<file path="src/tasv_pkg.sv">
// Constants shared by the touch converter serial sequencer
package tasv_pkg;

  // ==========================================================
  // Command byte, bits after the start bit, MSB first
  localparam int unsigned CMD_TAIL_BITS    = 7;
  localparam int unsigned CMD_CH_HI        = 6;
  localparam int unsigned CMD_CH_LO        = 4;
  localparam int unsigned CMD_MODE_BIT     = 3;
  localparam int unsigned CMD_SER_BIT      = 2;
  localparam int unsigned CMD_PD1_BIT      = 1;
  localparam int unsigned CMD_PD0_BIT      = 0;

  // ==========================================================
  // Counts of the command and conversion phases
  localparam logic [2:0] CMD_LAST_CNT      = 3'h6;
  localparam logic [2:0] CMD_ACQ_CNT       = 3'h3;
  localparam logic [3:0] RES12_BITS        = 4'hC;
  localparam logic [3:0] RES8_BITS         = 4'h8;

  // ==========================================================
  // Pin synchroniser
  localparam int unsigned SYNC_STAGES      = 3;
  localparam int unsigned PIN_COUNT        = 5;

  // ==========================================================
  // Reset values
  localparam logic RST_AUTO_SLEEP_SEL      = 1'b1;
  localparam logic RST_REFERENCE_ON        = 1'b0;
  localparam logic RST_PEN_ENABLE          = 1'b0;

  typedef enum logic [1:0] {
    TASV_IDLE,
    TASV_HOLD,
    TASV_SHIFT
  } tasv_phase_t;

endpackage

</file>
<file path="src/tasv_pin_sync.sv">
// Three-stage pin synchroniser with agreement filter
`timescale 1ns/100ps

module tasv_pin_sync
  import tasv_pkg::*;
#(
  parameter int unsigned WIDTH = PIN_COUNT
)
(
  input  wire logic             mclk,
  input  wire logic             rst,
  input  wire logic [WIDTH-1:0] pin_in,
  input  wire logic [WIDTH-1:0] rst_val,
  output logic      [WIDTH-1:0] pin_out
);

  logic [WIDTH-1:0] s1_q;
  logic [WIDTH-1:0] s2_q;
  logic [WIDTH-1:0] s3_q;
  logic [WIDTH-1:0] out_q;
  logic             init_q;

  // ==========================================================
  // Chain; output follows once stages two and three agree
  genvar g;
  generate
    for (g = 0; g < WIDTH; g++)
    begin : g_bit
      always_ff @(posedge mclk or posedge rst)
      begin
        if (rst)
        begin
          s1_q[g] <= 1'b0;
          s2_q[g] <= 1'b0;
          s3_q[g] <= 1'b0;
        end
        else if (!init_q)
        begin
          // Idle level preloaded so no false change follows reset
          s1_q[g] <= pin_in[g];
          s2_q[g] <= rst_val[g];
          s3_q[g] <= rst_val[g];
        end
        else
        begin
          s1_q[g] <= pin_in[g];
          s2_q[g] <= s1_q[g];
          s3_q[g] <= s2_q[g];
        end
      end

      always_ff @(posedge mclk or posedge rst)
      begin
        if (rst)
          out_q[g] <= 1'b0;
        else if (!init_q)
          out_q[g] <= rst_val[g];
        else if (s2_q[g] == s3_q[g])
          out_q[g] <= s3_q[g];
      end
    end
  endgenerate

  // Idle level loaded on the first edge after release
  always_ff @(posedge mclk or posedge rst)
  begin
    if (rst)
      init_q <= 1'b0;
    else
      init_q <= 1'b1;
  end

  assign pin_out = out_q;

endmodule

</file>
<file path="src/tasv_sequencer.sv">
// Serial command and conversion sequencer of a touch converter
`timescale 1ns/100ps
// Operation
// - After a full-power command, pen alert stays off until an auto-sleep command.
// - With auto-sleep selected, pen alert is enabled when the conversion ends.
// - Conversion ends on the falling clock edge after result bit 1 leaves.
// - Next command is taken while the result still shifts: 16 clocks each.
// - Converter stays powered while the serial clock pauses mid-conversion.
// - Back-to-back 12-bit conversions work at 15 clocks each.
// - Results are unsigned straight binary.
// - 8-bit mode ends four clocks sooner, shifting out eight bits only.
// - Chip select high powers the converter down and abandons the conversion.
// - Reference stays on across chip select high; only a command clears it.
// - After power-up stay full power until an auto-sleep command arrives.
// - Auto-sleep bit high means full power, low means sleep between conversions.
// - Ignore input until the first high bit; then take seven command bits.
// - Mode bit low selects 12-bit, high selects 8-bit conversion.
// - 12-bit conversion over 12 clocks; ratiometric keeps drivers one clock longer.
// - Reference setting is latched as busy rises.

module tasv_sequencer
  import tasv_pkg::*;
(
  input  wire logic       mclk,
  input  wire logic       rst,
  input  wire logic       cs_n,
  input  wire logic       serial_conv_clock,
  input  wire logic       din,
  input  wire logic       pen_touch_n,
  input  wire logic       sar_cmp,
  output logic            dout,
  output logic            dout_oe,
  output logic            busy,
  output logic            busy_oe,
  output logic            touch_alert_n,
  output logic [2:0]      channel_sel,
  output logic            ref_single_ended_sel,
  output logic            eight_bit_sel,
  output logic            auto_sleep_sel,
  output logic            reference_on_sel,
  output logic            adc_powered,
  output logic            sample_acquire,
  output logic            touch_drivers_on,
  output logic [3:0]      sar_bit_idx
);

  logic [PIN_COUNT-1:0] pins_s;
  logic                 cs_n_s;
  logic                 sclk_s;
  logic                 din_s;
  logic                 pen_n_s;
  logic                 cmp_s;
  logic                 sclk_prev_q;
  logic                 rise;
  logic                 fall;

  tasv_phase_t          phase_q;
  logic                 hunting_q;
  logic [2:0]           cmd_cnt_q;
  logic [5:0]           cmd_sr_q;
  logic [6:0]           cmd_pend_q;
  logic                 cmd_ready_q;
  logic [3:0]           bits_left_q;
  logic                 bit_q;
  logic                 dout_q;
  logic                 acquire_q;
  logic                 tail_q;
  logic [2:0]           channel_q;
  logic                 ser_q;
  logic                 mode_q;
  logic                 auto_sleep_q;
  logic                 ref_on_q;
  logic                 pen_en_q;

  // ==========================================================
  // Pin synchronisers and clock edge detection
  tasv_pin_sync #(
    .WIDTH   (PIN_COUNT)
  ) u_sync (
    .mclk    (mclk),
    .rst     (rst),
    .pin_in  ({sar_cmp, pen_touch_n, din, serial_conv_clock, cs_n}),
    .rst_val (5'h0B),
    .pin_out (pins_s)
  );

  assign cs_n_s  = pins_s[0];
  assign sclk_s  = pins_s[1];
  assign din_s   = pins_s[2];
  assign pen_n_s = pins_s[3];
  assign cmp_s   = pins_s[4];

  always_ff @(posedge mclk or posedge rst)
  begin
    if (rst)
      sclk_prev_q <= 1'b0;
    else
      sclk_prev_q <= sclk_s;
  end

  assign rise = sclk_s & ~sclk_prev_q & ~cs_n_s;
  assign fall = ~sclk_s & sclk_prev_q & ~cs_n_s;

  // ==========================================================
  // Command capture, runs beside any conversion
  always_ff @(posedge mclk or posedge rst)
  begin
    if (rst)
    begin
      hunting_q  <= 1'b1;
      cmd_cnt_q  <= 3'h0;
      cmd_sr_q   <= 6'h00;
      cmd_pend_q <= 7'h00;
      acquire_q  <= 1'b0;
    end
    else if (cs_n_s)
    begin
      hunting_q <= 1'b1;
      cmd_cnt_q <= 3'h0;
      acquire_q <= 1'b0;
    end
    else if (rise)
    begin
      if (hunting_q)
      begin
        if (din_s)
        begin
          hunting_q <= 1'b0;
          cmd_cnt_q <= 3'h0;
        end
      end
      else
      begin
        cmd_sr_q  <= {cmd_sr_q[4:0], din_s};
        cmd_cnt_q <= cmd_cnt_q + 3'h1;
        if (cmd_cnt_q == CMD_ACQ_CNT)
          acquire_q <= 1'b1;
        if (cmd_cnt_q == CMD_LAST_CNT)
        begin
          cmd_pend_q <= {cmd_sr_q, din_s};
          hunting_q  <= 1'b1;
        end
      end
    end
    else if (fall && cmd_ready_q)
      acquire_q <= 1'b0;
  end

  // Pending command flag, set wins over the take
  always_ff @(posedge mclk or posedge rst)
  begin
    if (rst)
      cmd_ready_q <= 1'b0;
    else if (cs_n_s)
      cmd_ready_q <= 1'b0;
    else if (rise && !hunting_q && cmd_cnt_q == CMD_LAST_CNT)
      cmd_ready_q <= 1'b1;
    else if (fall)
      cmd_ready_q <= 1'b0;
  end

  // ==========================================================
  // Conversion phases and result shifting
  always_ff @(posedge mclk or posedge rst)
  begin
    if (rst)
    begin
      phase_q     <= TASV_IDLE;
      bits_left_q <= 4'h0;
      bit_q       <= 1'b0;
      dout_q      <= 1'b0;
      tail_q      <= 1'b0;
    end
    else if (cs_n_s)
    begin
      phase_q     <= TASV_IDLE;
      bits_left_q <= 4'h0;
      dout_q      <= 1'b0;
      tail_q      <= 1'b0;
    end
    else if (rise)
    begin
      if (phase_q != TASV_IDLE && bits_left_q != 4'h0)
        bit_q <= cmp_s;
    end
    else if (fall)
    begin
      tail_q <= 1'b0;
      if (phase_q == TASV_SHIFT && bits_left_q != 4'h0)
        dout_q <= bit_q;
      else
        dout_q <= 1'b0;
      if (cmd_ready_q)
      begin
        phase_q     <= TASV_HOLD;
        bits_left_q <= cmd_pend_q[CMD_MODE_BIT] ? RES8_BITS : RES12_BITS;
      end
      else
      begin
        case (phase_q)
          TASV_HOLD:
          begin
            phase_q     <= TASV_SHIFT;
            dout_q      <= bit_q;
            bits_left_q <= bits_left_q - 4'h1;
          end
          TASV_SHIFT:
          begin
            bits_left_q <= bits_left_q - 4'h1;
            if (bits_left_q == 4'h1)
            begin
              phase_q <= TASV_IDLE;
              tail_q  <= ~ser_q;
            end
          end
          default:
            phase_q <= TASV_IDLE;
        endcase
      end
    end
  end

  // ==========================================================
  // Configuration latched as busy rises
  always_ff @(posedge mclk or posedge rst)
  begin
    if (rst)
    begin
      channel_q    <= 3'h0;
      ser_q        <= 1'b1;
      mode_q       <= 1'b0;
      auto_sleep_q <= RST_AUTO_SLEEP_SEL;
      ref_on_q     <= RST_REFERENCE_ON;
    end
    else if (fall && cmd_ready_q)
    begin
      channel_q    <= cmd_pend_q[CMD_CH_HI:CMD_CH_LO];
      ser_q        <= cmd_pend_q[CMD_SER_BIT];
      mode_q       <= cmd_pend_q[CMD_MODE_BIT];
      auto_sleep_q <= cmd_pend_q[CMD_PD0_BIT];
      ref_on_q     <= cmd_pend_q[CMD_PD1_BIT];
    end
  end

  // Pen alert enable
  always_ff @(posedge mclk or posedge rst)
  begin
    if (rst)
      pen_en_q <= RST_PEN_ENABLE;
    else if (fall && cmd_ready_q)
      pen_en_q <= 1'b0;
    else if (fall && phase_q == TASV_SHIFT && bits_left_q == 4'h1)
      pen_en_q <= ~auto_sleep_q;
  end

  // ==========================================================
  // Outputs
  assign busy    = (phase_q == TASV_HOLD);
  assign busy_oe = ~cs_n_s;
  assign dout    = dout_q;
  assign dout_oe = ~cs_n_s;

  assign touch_alert_n        = pen_en_q ? pen_n_s : 1'b1;
  assign channel_sel          = channel_q;
  assign ref_single_ended_sel = ser_q;
  assign eight_bit_sel        = mode_q;
  assign auto_sleep_sel       = auto_sleep_q;
  assign reference_on_sel     = ref_on_q;
  assign sample_acquire       = acquire_q;
  assign sar_bit_idx          = (bits_left_q == 4'h0) ? 4'h0 : bits_left_q - 4'h1;

  // Stays up across clock pauses; only chip select or auto-sleep drops it
  assign adc_powered = ~cs_n_s & (auto_sleep_q | acquire_q | (phase_q != TASV_IDLE));
  assign touch_drivers_on = acquire_q | tail_q
                          | (~ser_q & (phase_q != TASV_IDLE));

endmodule

</file>
<file path="config.mk">
export PLATFORM = sky130hd
export DESIGN_NAME = tasv_sequencer
export DESIGN_NICKNAME = d
export VERILOG_FILES = /design/src/tasv_pkg.sv /design/src/tasv_pin_sync.sv /design/src/tasv_sequencer.sv
export SDC_FILE = /design/constraint.sdc
export NUM_CORES = 1
export LEC_CHECK = 0
export BUFFER_PORTS_ARGS = -buffer_cell sky130_fd_sc_hd__buf_4
export CAP_MARGIN = 15
export CORE_ASPECT_RATIO = 0.6
export CORE_MARGIN = 4
export CORE_UTILIZATION = 51
export DETAILED_ROUTE_END_ITERATION = 6
export HOLD_SLACK_MARGIN = 0.02
export PLACE_DENSITY = 0.66
export SETUP_SLACK_MARGIN = 0.5
export SYNTH_ARGS = -nofsm -noshare
export SYNTH_HDL_FRONTEND = slang
export SYNTH_HIERARCHICAL = 1
export SYNTH_SLANG_ARGS = --single-unit
</file>
<file path="constraint.sdc">
create_clock -name mclk -period 4.1 [get_ports mclk]
set_input_delay 0.615 -clock mclk [delete_from_list [all_inputs] [get_ports mclk]]
set_output_delay 0.615 -clock mclk [all_outputs]
set_load 0.1 [all_outputs]
</file>
# ---- After elaboration in Yosys (flattened, before gate mapping)
# Index checks and enable logic that the tools add are counted.
dict set report classes {
  n_eq_ne 20
  bitwise 16
  n_reduce_logical 26
  addsub 2
  mux 65
}
# op count
set op_table {}
lappend op_table {{1-bit 2-to-1 mux} 48}
lappend op_table {{4-bit 2-to-1 mux} 6}
lappend op_table {{3-bit 2-to-1 mux} 5}
lappend op_table {{3-bit AND reduction} 5}
lappend op_table {{2-bit 2-to-1 mux} 5}
lappend op_table {{2-bit != test, second input constant} 5}
lappend op_table {{3-bit nonzero test} 3}
lappend op_table {{2-bit nonzero test} 4}
lappend op_table {{1-bit logical AND} 7}
lappend op_table {{1-bit bitwise AND} 6}
lappend op_table {{3-bit by 1-bit != test with 1-bit output, second input constant} 2}
lappend op_table {{1-bit inverter} 6}
lappend op_table {{1-bit == test} 5}
lappend op_table {{4-bit by 1-bit == test with 1-bit output, second input constant} 1}
lappend op_table {{4-bit zero test} 1}
lappend op_table {{4-bit by 2-bit != test with 1-bit output, second input constant} 1}
lappend op_table {{1-bit OR} 4}
lappend op_table {{2-bit one-hot mux with 2 select lines} 1}
lappend op_table {{2-bit AND reduction} 2}
lappend op_table {{4-bit AND reduction} 1}
lappend op_table {{4-bit nonzero test} 1}
lappend op_table {{4-bit by 1-bit subtractor with 4-bit output, second input constant} 1}
lappend op_table {{3-bit by 1-bit adder with 3-bit output, second input constant} 1}
lappend op_table {{3-bit by 2-bit == test with 1-bit output, second input constant} 1}
lappend op_table {{other kinds (7)} 7}
dict set report word_totals {
  word_cells 168
  in_bits 7
  output_inout_bits 19
  register_bits 58
}

# ---- Depth between registers and ports, before layout
# Gate-level depths: netlist of run 1.
dict set report depth {
  depth_word 8
  ltp_mapped 5
  ltp_nobuf 5
}

# ---- Cells and area by module
# The synthesis of run 1 kept the hierarchy.
# module instances cells_each seq_area_each_um2 area_per_inst_um2
set by_module_without_submodules {}
lappend by_module_without_submodules {tasv_sequencer 1 165 929.6 1885.6}
lappend by_module_without_submodules {tasv_pin_sync 1 65 525.5 744.5}

# ---- Least setup slack after synthesis of run 1
# No wires, ideal clock.
dict set report synth_timing {
  kind {register to output}
  from {register ser_q (netlist: ref_single_ended_sel)}
  to {output touch_drivers_on}
  path_stages_with_launch 2
  path_buffers 0
  arrival_ns 2.722
  setup_slack_ns 0.763
  t_required_ns 3.485
  cell_sequence {dfstp_2 > o21ai_0}
}
dict set report synth_between {
  elab_chain_len 3
}
# item line_no
set synth_lines {}
lappend synth_lines {{start, declared} tasv_sequencer.sv:69} ;# logic ser_q;
lappend synth_lines {{start signal, assigned} tasv_sequencer.sv:238} ;# ser_q <= cmd_pend_q[CMD_SER_BIT];
lappend synth_lines {{1-bit inverter} tasv_sequencer.sv:275} ;# | (~ser_q & (phase_q != TASV_IDLE));
lappend synth_lines {{1-bit bitwise AND} tasv_sequencer.sv:275}
lappend synth_lines {{1-bit OR} tasv_sequencer.sv:275}
lappend synth_lines {{end, declared} tasv_sequencer.sv:43} ;# output logic touch_drivers_on,
# Every way passes these cells.

# ---- Final worst setup path of run 1
dict set report layout_timing {
  from {register bits_left_q[0]}
  to {output sar_bit_idx[2]}
}
dict set report layout_between {
  elab_chain_len 2
  word_cells_on_any_way 3
  cone_classes {add/sub: 1; mux: 1; reduce/logical: 1}
}
# item line_no
set layout_lines {}
lappend layout_lines {{start, declared} tasv_sequencer.sv:63} ;# logic [3:0] bits_left_q;
lappend layout_lines {{start signal, assigned} tasv_sequencer.sv:196} ;# bits_left_q <= cmd_pend_q[CMD_MODE_BIT] ? RES8_BITS : RES12_BITS;
lappend layout_lines {{start signal, assigned} tasv_sequencer.sv:205} ;# bits_left_q <= bits_left_q - 4'h1;
lappend layout_lines {{start signal, assigned} tasv_sequencer.sv:209} ;# bits_left_q <= bits_left_q - 4'h1;
lappend layout_lines {{4-bit by 1-bit subtractor with 4-bit output or 4-bit zero test (tied branches)} tasv_sequencer.sv:270} ;# assign sar_bit_idx = (bits_left_q == 4'h0) ? 4'h0 : bits_left_q - 4'h1;
lappend layout_lines {{4-bit 2-to-1 mux (*)} tasv_sequencer.sv:270}
lappend layout_lines {{end, declared} tasv_sequencer.sv:44} ;# output logic [3:0] sar_bit_idx
# Every way passes the cells marked *; elsewhere a longest branch is shown, timed or not.

==> impl_metrics.tcl, run 1 <==
set metrics [dict create \
    outcome "finished clean" \
    grt_pass1_wl_um 8780 \
    post_cts_buffers 0 \
    place_area_um2 2850 \
    async_flop_share_pct 100 \
    synth_edf_count 0 \
    min_from "din" \
    numCtsBuffers 9 \
    dp_hpwl_um 3440 \
    top_layer_used "met4" \
    powerDensity_nw_per_um2 407 \
    layout.cells.non_filler 328 \
    met3_length_um 273 \
    startpoint_type "flip-flop" \
    period_needed_ns 2.76 \
    coreArea_um2 4780 \
    wl_met1_um 2490 \
    p_clk_share_pct 41.9 \
    path_class "flip-flop to primary output" \
    grt_pass1_vias 1803 \
    ctsResizeCount 0 \
    drv_cap 0 \
    rr_endpoint "cmd_pend_q[1]$_DFFE_PP0P_" \
    synth_area_leaders "dfrtp_1, mux2_2, ha_1" \
    dieHeight_um 63.6 \
    cts_tree "yes" \
    grt_max_degree 38 \
    synth_top_area_share_pct 52.3 \
    clock_latency_ns 0.34 \
    initial_core_util_pct 55.0 \
    overflow 0 \
    dp.cells 312 \
    r2r_cells 3 \
    clkTransAtPathRegs_ns 0.07 \
    drive_gt1_share_pct 26.8 \
    p_sw_share_pct 25.1 \
    critical_path_required_ns 3.48 \
    cts-hold-fix-buffers 0 \
    setup-violations-final 0 \
    total_leakage_power_nw 1.43 \
    hold_viol 0 \
    cp.arrival_ns 2.14 \
    critical_path.top_delay_family "simple AND/OR/NAND/NOR gates" \
    critPathMaxStageDelay_ns 0.67 \
    hold_path_end "u_sync/s1_q[2]$_DFF_PP0_" \
    viasPerCell 5.45 \
    fin_tns_setup_ns 0 \
    rsz0062_at_grt "false" \
    firstDrtPassIters 4 \
    diodes 0 \
    crit_path_end_kind "primary output" \
    gp_congestion 0.850 \
    fin_crit_sh_pct 67.3 \
    fin_skew_ns 0.0148 \
    cts_buffer_depth 2 \
    avgRoutedWirePerCell_um 15.3 \
    syn_inst 230 \
    numClockSinks 58 \
    num_rows 19 \
    path_buf_inv 2 \
    hold_class "input port to flip-flop" \
    yosys_warnings 6 \
    slew_viol_final 0 \
    r2r-start "u_sync/pin_out[0]$_DFFE_PP0P_" \
    drt_iter0_drc 91 \
    crit_chain "inv_1, ha_1, nor3b_1, nor2_1, buf_4" \
    p_comb_share_pct 7.5 \
    final_antenna_net_count 0 \
    syn_avg_cell_area_um2 11.4 \
    portBuffers 25 \
    cts_root_buffer "clkbuf_8" \
    final_util_pct 63.7 \
    crit_fanout 6 \
    slew_headroom_pct 45.2 \
    synthFlopType "dfrtp_1" \
    cts_max_level 3 \
    synth_area_leader_cell "dfrtp_1" \
    max_freq_mhz 362 \
    io_pins 26 \
    area_delta_synth_final_pct 15.7 \
    grtUsageTotal_pct 17.8 \
    ys_types 43 \
    antenna_found_initial 0 \
    vias 1786 \
    worst_slew_pin_slew_ns 0.821 \
    wl_met2_um 2200 \
    fin_area_um2 3040 \
    yosysSeqAreaShare_pct 55.3 \
    slowest_stage "nor3b_1" \
    hold_depth 1 \
    seq_power_share_pct 50.5 \
    peakVddDrop_v 0.000270 \
    p_int_w 0.000926 \
    netSwitchingPower_w 0.000310 \
    drt_wl_total_um 5010 \
    nets 276 \
    synth_seq_cells 58 \
    die_w_um 101 \
    die_area_um2 6410 \
    syn_area_um2 2630 \
    route.detailed.drc 0 \
    r2r_slack_ns 2.08 \
]
cells in the mapped netlist (all sizes together) (3+ instances only):
library cell	count
dfstp	3
conb	3
nor3	5
nor2	10
buf	7
ha	9
o21ai	19
clkbuf	4
nand2b	8
nand4	3
inv	13
nor2b	4
mux2	21
and3	3
dfrtp	55
a21oi	14
nand2	22
or3	3
nor3b	3
cells in the final DEF, fill, tap and decap left out, drive strengths merged, types with 3 or more instances in the layout:
master  count
dfrtp      55
buf        27
nand2      22
mux2       21
o21ai      19
a21oi      14
inv        13
clkbuf     11
nor2       10
ha          9
nand2b      8
conb        6
nor3        5
nor2b       4
and3        3
nand4       3
nor3b       3
or3         3
dfstp       3
layout make-up:
cell class,count,area [µm²]
fill,387,1740
inverter,13,48.8
sequential,58,1460
clock inverter,5,55.1
clock buffer,11,141
tap,63,78.8
timing repair buffer,27,203
multi-input combinational,151,1060
stage by stage:
step | setup WS, ns | hold WS, ns | total power, W
final | 1.34 | 0.387 | 0.00124
after CTS | 1.29 | 0.374 | 0.00125
after floorplan | 0.763 | 0.426 | 0.000705
after global routing | 1.19 | 0.369 | 0.00130
after global placement | 1.84 | 0.431 | 0.000727
after detailed placement | 1.72 | 0.433 | 0.000730
worst max-delay path by stage:
stage	from	endpoint	slack, ns	cells after the start
floorplan	ref_single_ended_sel$_DFFE_PP1P_	touch_drivers_on	0.76	1
global placement	bits_left_q[0]$_DFFE_PP0P_	sar_bit_idx[3]	1.84	5
detailed placement	bits_left_q[0]$_DFFE_PP0P_	sar_bit_idx[2]	1.72	5
CTS	bits_left_q[0]$_DFFE_PP0P_	sar_bit_idx[2]	1.29	5
global route	bits_left_q[0]$_DFFE_PP0P_	sar_bit_idx[2]	1.19	5
finish	bits_left_q[0]$_DFFE_PP0P_	sar_bit_idx[2]	1.34	5
state kept, by name (all words and copies together), names as in the netlist, 2 cells and up:
register,cells
bits_left_q,4
channel_sel,3
cmd_cnt_q,3
cmd_pend_q,7
cmd_sr_q,6
phase_q,2
u_sync/pin_out,5
u_sync/s1_q,5
u_sync/s2_q,5
u_sync/s3_q,5
cells by family after synthesis:
| family | Yosys count | share of synthesized area (%) |
|---|---|---|
| DFF | 58 | 55.3 |
| other | 3 | 0.428 |
| adders and majority gates | 9 | 4.28 |
| xor gates and xnor gates | 2 | 0.666 |
| muxes | 21 | 9.99 |
| and+or+nand+nor | 69 | 14.6 |
| AOI/OAI and AO/OA | 44 | 9.94 |
| buffers and inverters | 24 | 4.80 |
layer usage:
layer / vias up / GRT usage [%]
met2: 40 / 25.0
met1: 882 / 25.3
met3: 8 / 6.39
met4: 0 / 5.71
met5: - / 0
li1: 856 / -
worst reg2reg max path, cell delays in order (launching register included):
cell	delay, ns
dfrtp_1	0.43
nor4b_4	0.55
and3_1	0.58
mux2_4	0.35
power groups by stage:
| stage | registers, W | logic (W) | clock network [W] |
|---|---|---|---|
| after detailed placement | 0.000635 | 0.0000944 | 0 |
| after floorplan | 0.000627 | 0.0000784 | 0 |
| after CTS | 0.000625 | 0.0000946 | 0.000531 |
| after global routing | 0.000630 | 0.000105 | 0.000561 |
| final | 0.000625 | 0.0000930 | 0.000519 |
| after global placement | 0.000635 | 0.0000922 | 0 |
(Power assumes the default switching activity.)
==> run 2: changes to the inputs <==
- PLACE_DENSITY: 0.66 -> 0.69
- clock period: 4.1 -> 2.41 ns (I/O delays scaled with it)
==> impl_metrics.tcl, run 2 (synthesis results as in run 1) <==
set metrics [dict create \
    outcome "finished clean" \
    critical_path_required_ns 2.63 \
    hold_viol 0 \
    largest_reg_flops 7 \
    regArea_um2 1460 \
    cts_tree "yes" \
    startpoint_type "flip-flop" \
    grt_pass1_vias 1762 \
    cts-hold-fix-buffers 0 \
    viasPerCell 5.23 \
    final_antenna_net_count 0 \
    numClockSinks 58 \
    io_pins 26 \
    drt_wl_total_um 5020 \
    r2r_cells 8 \
    top_register "cmd_pend_q" \
    fin_skew_ns 0.00633 \
    rsz0062_at_grt "true" \
    slew_viol_final 0 \
    grt_pass1_wl_um 8770 \
    powerDensity_nw_per_um2 671 \
    cts_buffer_depth 2 \
    coreArea_um2 4780 \
    clock_latency_ns 0.34 \
    diodes 0 \
    numCtsBuffers 9 \
    cp.arrival_ns 2.22 \
    gp_congestion 0.820 \
    nFillCells 322 \
    portBuffers 25 \
    final_util_pct 69.8 \
    antenna_found_initial 0 \
    fin_tns_setup_ns 0 \
    grtUsageTotal_pct 17.6 \
    dieHeight_um 63.6 \
    layout_common_cells "dfrtp_1, buf_4, nand2_1, mux2_2, a21oi_1" \
    overflow 0 \
    area_delta_synth_final_pct 26.7 \
    crit_path_end_kind "flip-flop" \
    setup-violations-final 0 \
    worst_slew_pin_slew_ns 0.793 \
    drt_iter0_drc 87 \
    vias 1785 \
    nets 289 \
    peakVddDrop_v 0.000495 \
    cts_max_level 3 \
    num_rows 19 \
    avgRoutedWirePerCell_um 14.7 \
    path_class "flip-flop to flip-flop" \
    slew_headroom_pct 47.1 \
    grt_max_degree 38 \
    die_area_um2 6410 \
    route.detailed.drc 0 \
    dp_hpwl_um 3270 \
    mostFrequentLayoutCell "dfrtp_1" \
    drv_cap 0 \
    multi_input_area_um2 1150 \
    die_w_um 101 \
    hold_class "input port to flip-flop" \
    cts_root_buffer "clkbuf_8" \
    total_leakage_power_nw 1.54 \
    initial_core_util_pct 55.0 \
    top_regs "cmd_pend_q (7), cmd_sr_q (6)" \
    drive_gt1_share_pct 36.3 \
    fin_crit_sh_pct 82.9 \
    clkTransAtPathRegs_ns 0.07 \
    max_freq_mhz 500 \
    firstDrtPassIters 4 \
    crit_fanout 4 \
    hold_depth 1 \
    period_needed_ns 2.00 \
]
[run 2: changes by cell type in the layout (fill, tap and decap cells not counted), moves of 3 or more]
cell    delta
inv_1      -4
nor2_1     -5
inv_2      +3
buf_6      +4
buf_4      +5
buf_12     +4
nor2_4     +5
[run 2: power by group]
group | internal (W) | switching (W)
combinational | 0.0000567 | 0.000108
clock | 0.000611 | 0.000397
sequential | 0.00102 | 0.0000415
[run 2: layer usage]
metal / share of wire (%) / vias to the layer above / wire [µm] / GRT usage [%]
met1: 51 / 859 / 2550 / 25.8
met5: 0 / - / 0 / 0
li1: - / 874 / - / -
met2: 43 / 43 / 2140 / 23.5
met4: 1.1 / 0 / 56 / 6.05
met3: 5.4 / 9 / 271 / 6.84
[run 2: final timing paths]
path                                             from                       endpoint  slack (ns)
setup / recovery           bits_left_q[0]$_DFFE_PP0P_              bit_q$_DFFE_PP0P_        0.41
hold reg to reg              u_sync/s1_q[1]$_DFF_PP0_       u_sync/s2_q[1]$_DFF_PP0_        0.45
hold / removal                                    din       u_sync/s1_q[2]$_DFF_PP0_        0.12
setup reg to reg           bits_left_q[0]$_DFFE_PP0P_              bit_q$_DFFE_PP0P_        0.41
min in group asynchronous                         rst         phase_q[1]$_DFFE_PP0P_        0.15
max in group asynchronous                         rst  u_sync/pin_out[0]$_DFFE_PP0P_        1.73
[run 2: worst max-delay path: stages, from the launching register on]
cell,delay [ns]
dfrtp_1,0.37
inv_2,0.07
ha_4,0.15
nor3b_4,0.15
buf_6,0.15
buf_4,0.12
buf_4,0.12
nor4_1,0.34
mux2_2,0.40
[run 2: area by class of cell]
cell class	count	area share, %
flip-flops and latches	58	43.7
multi-input cells	151	34.6
repair buffers	40	11.0
clock buffers	10	4.13
clock inverters	6	2.67
well taps	63	2.36
inverters	13	1.58
[run 2: through the flow]
stage / area (µm²) / setup slack, ns / cells / power, W / hold slack [ns]
floorplan: 2680 / 0.370 / 233 / 0.00120 / 0.338
global placement: 2910 / 0.526 / 315 / 0.00124 / 0.430
detailed placement: 2910 / 0.492 / 315 / 0.00124 / 0.433
CTS: 3300 / 0.500 / 339 / 0.00226 / 0.108
global route: 3330 / 0.318 / 341 / 0.00234 / 0.103
finish: 3330 / 0.411 / 341 / 0.00224 / 0.124
[run 2: timing repair]
item                       in CTS  in global routing
pin swaps                       3                  2
buffers inserted                8                  2
setup endpoints to repair       5                  7
gates resized for setup        26                  3
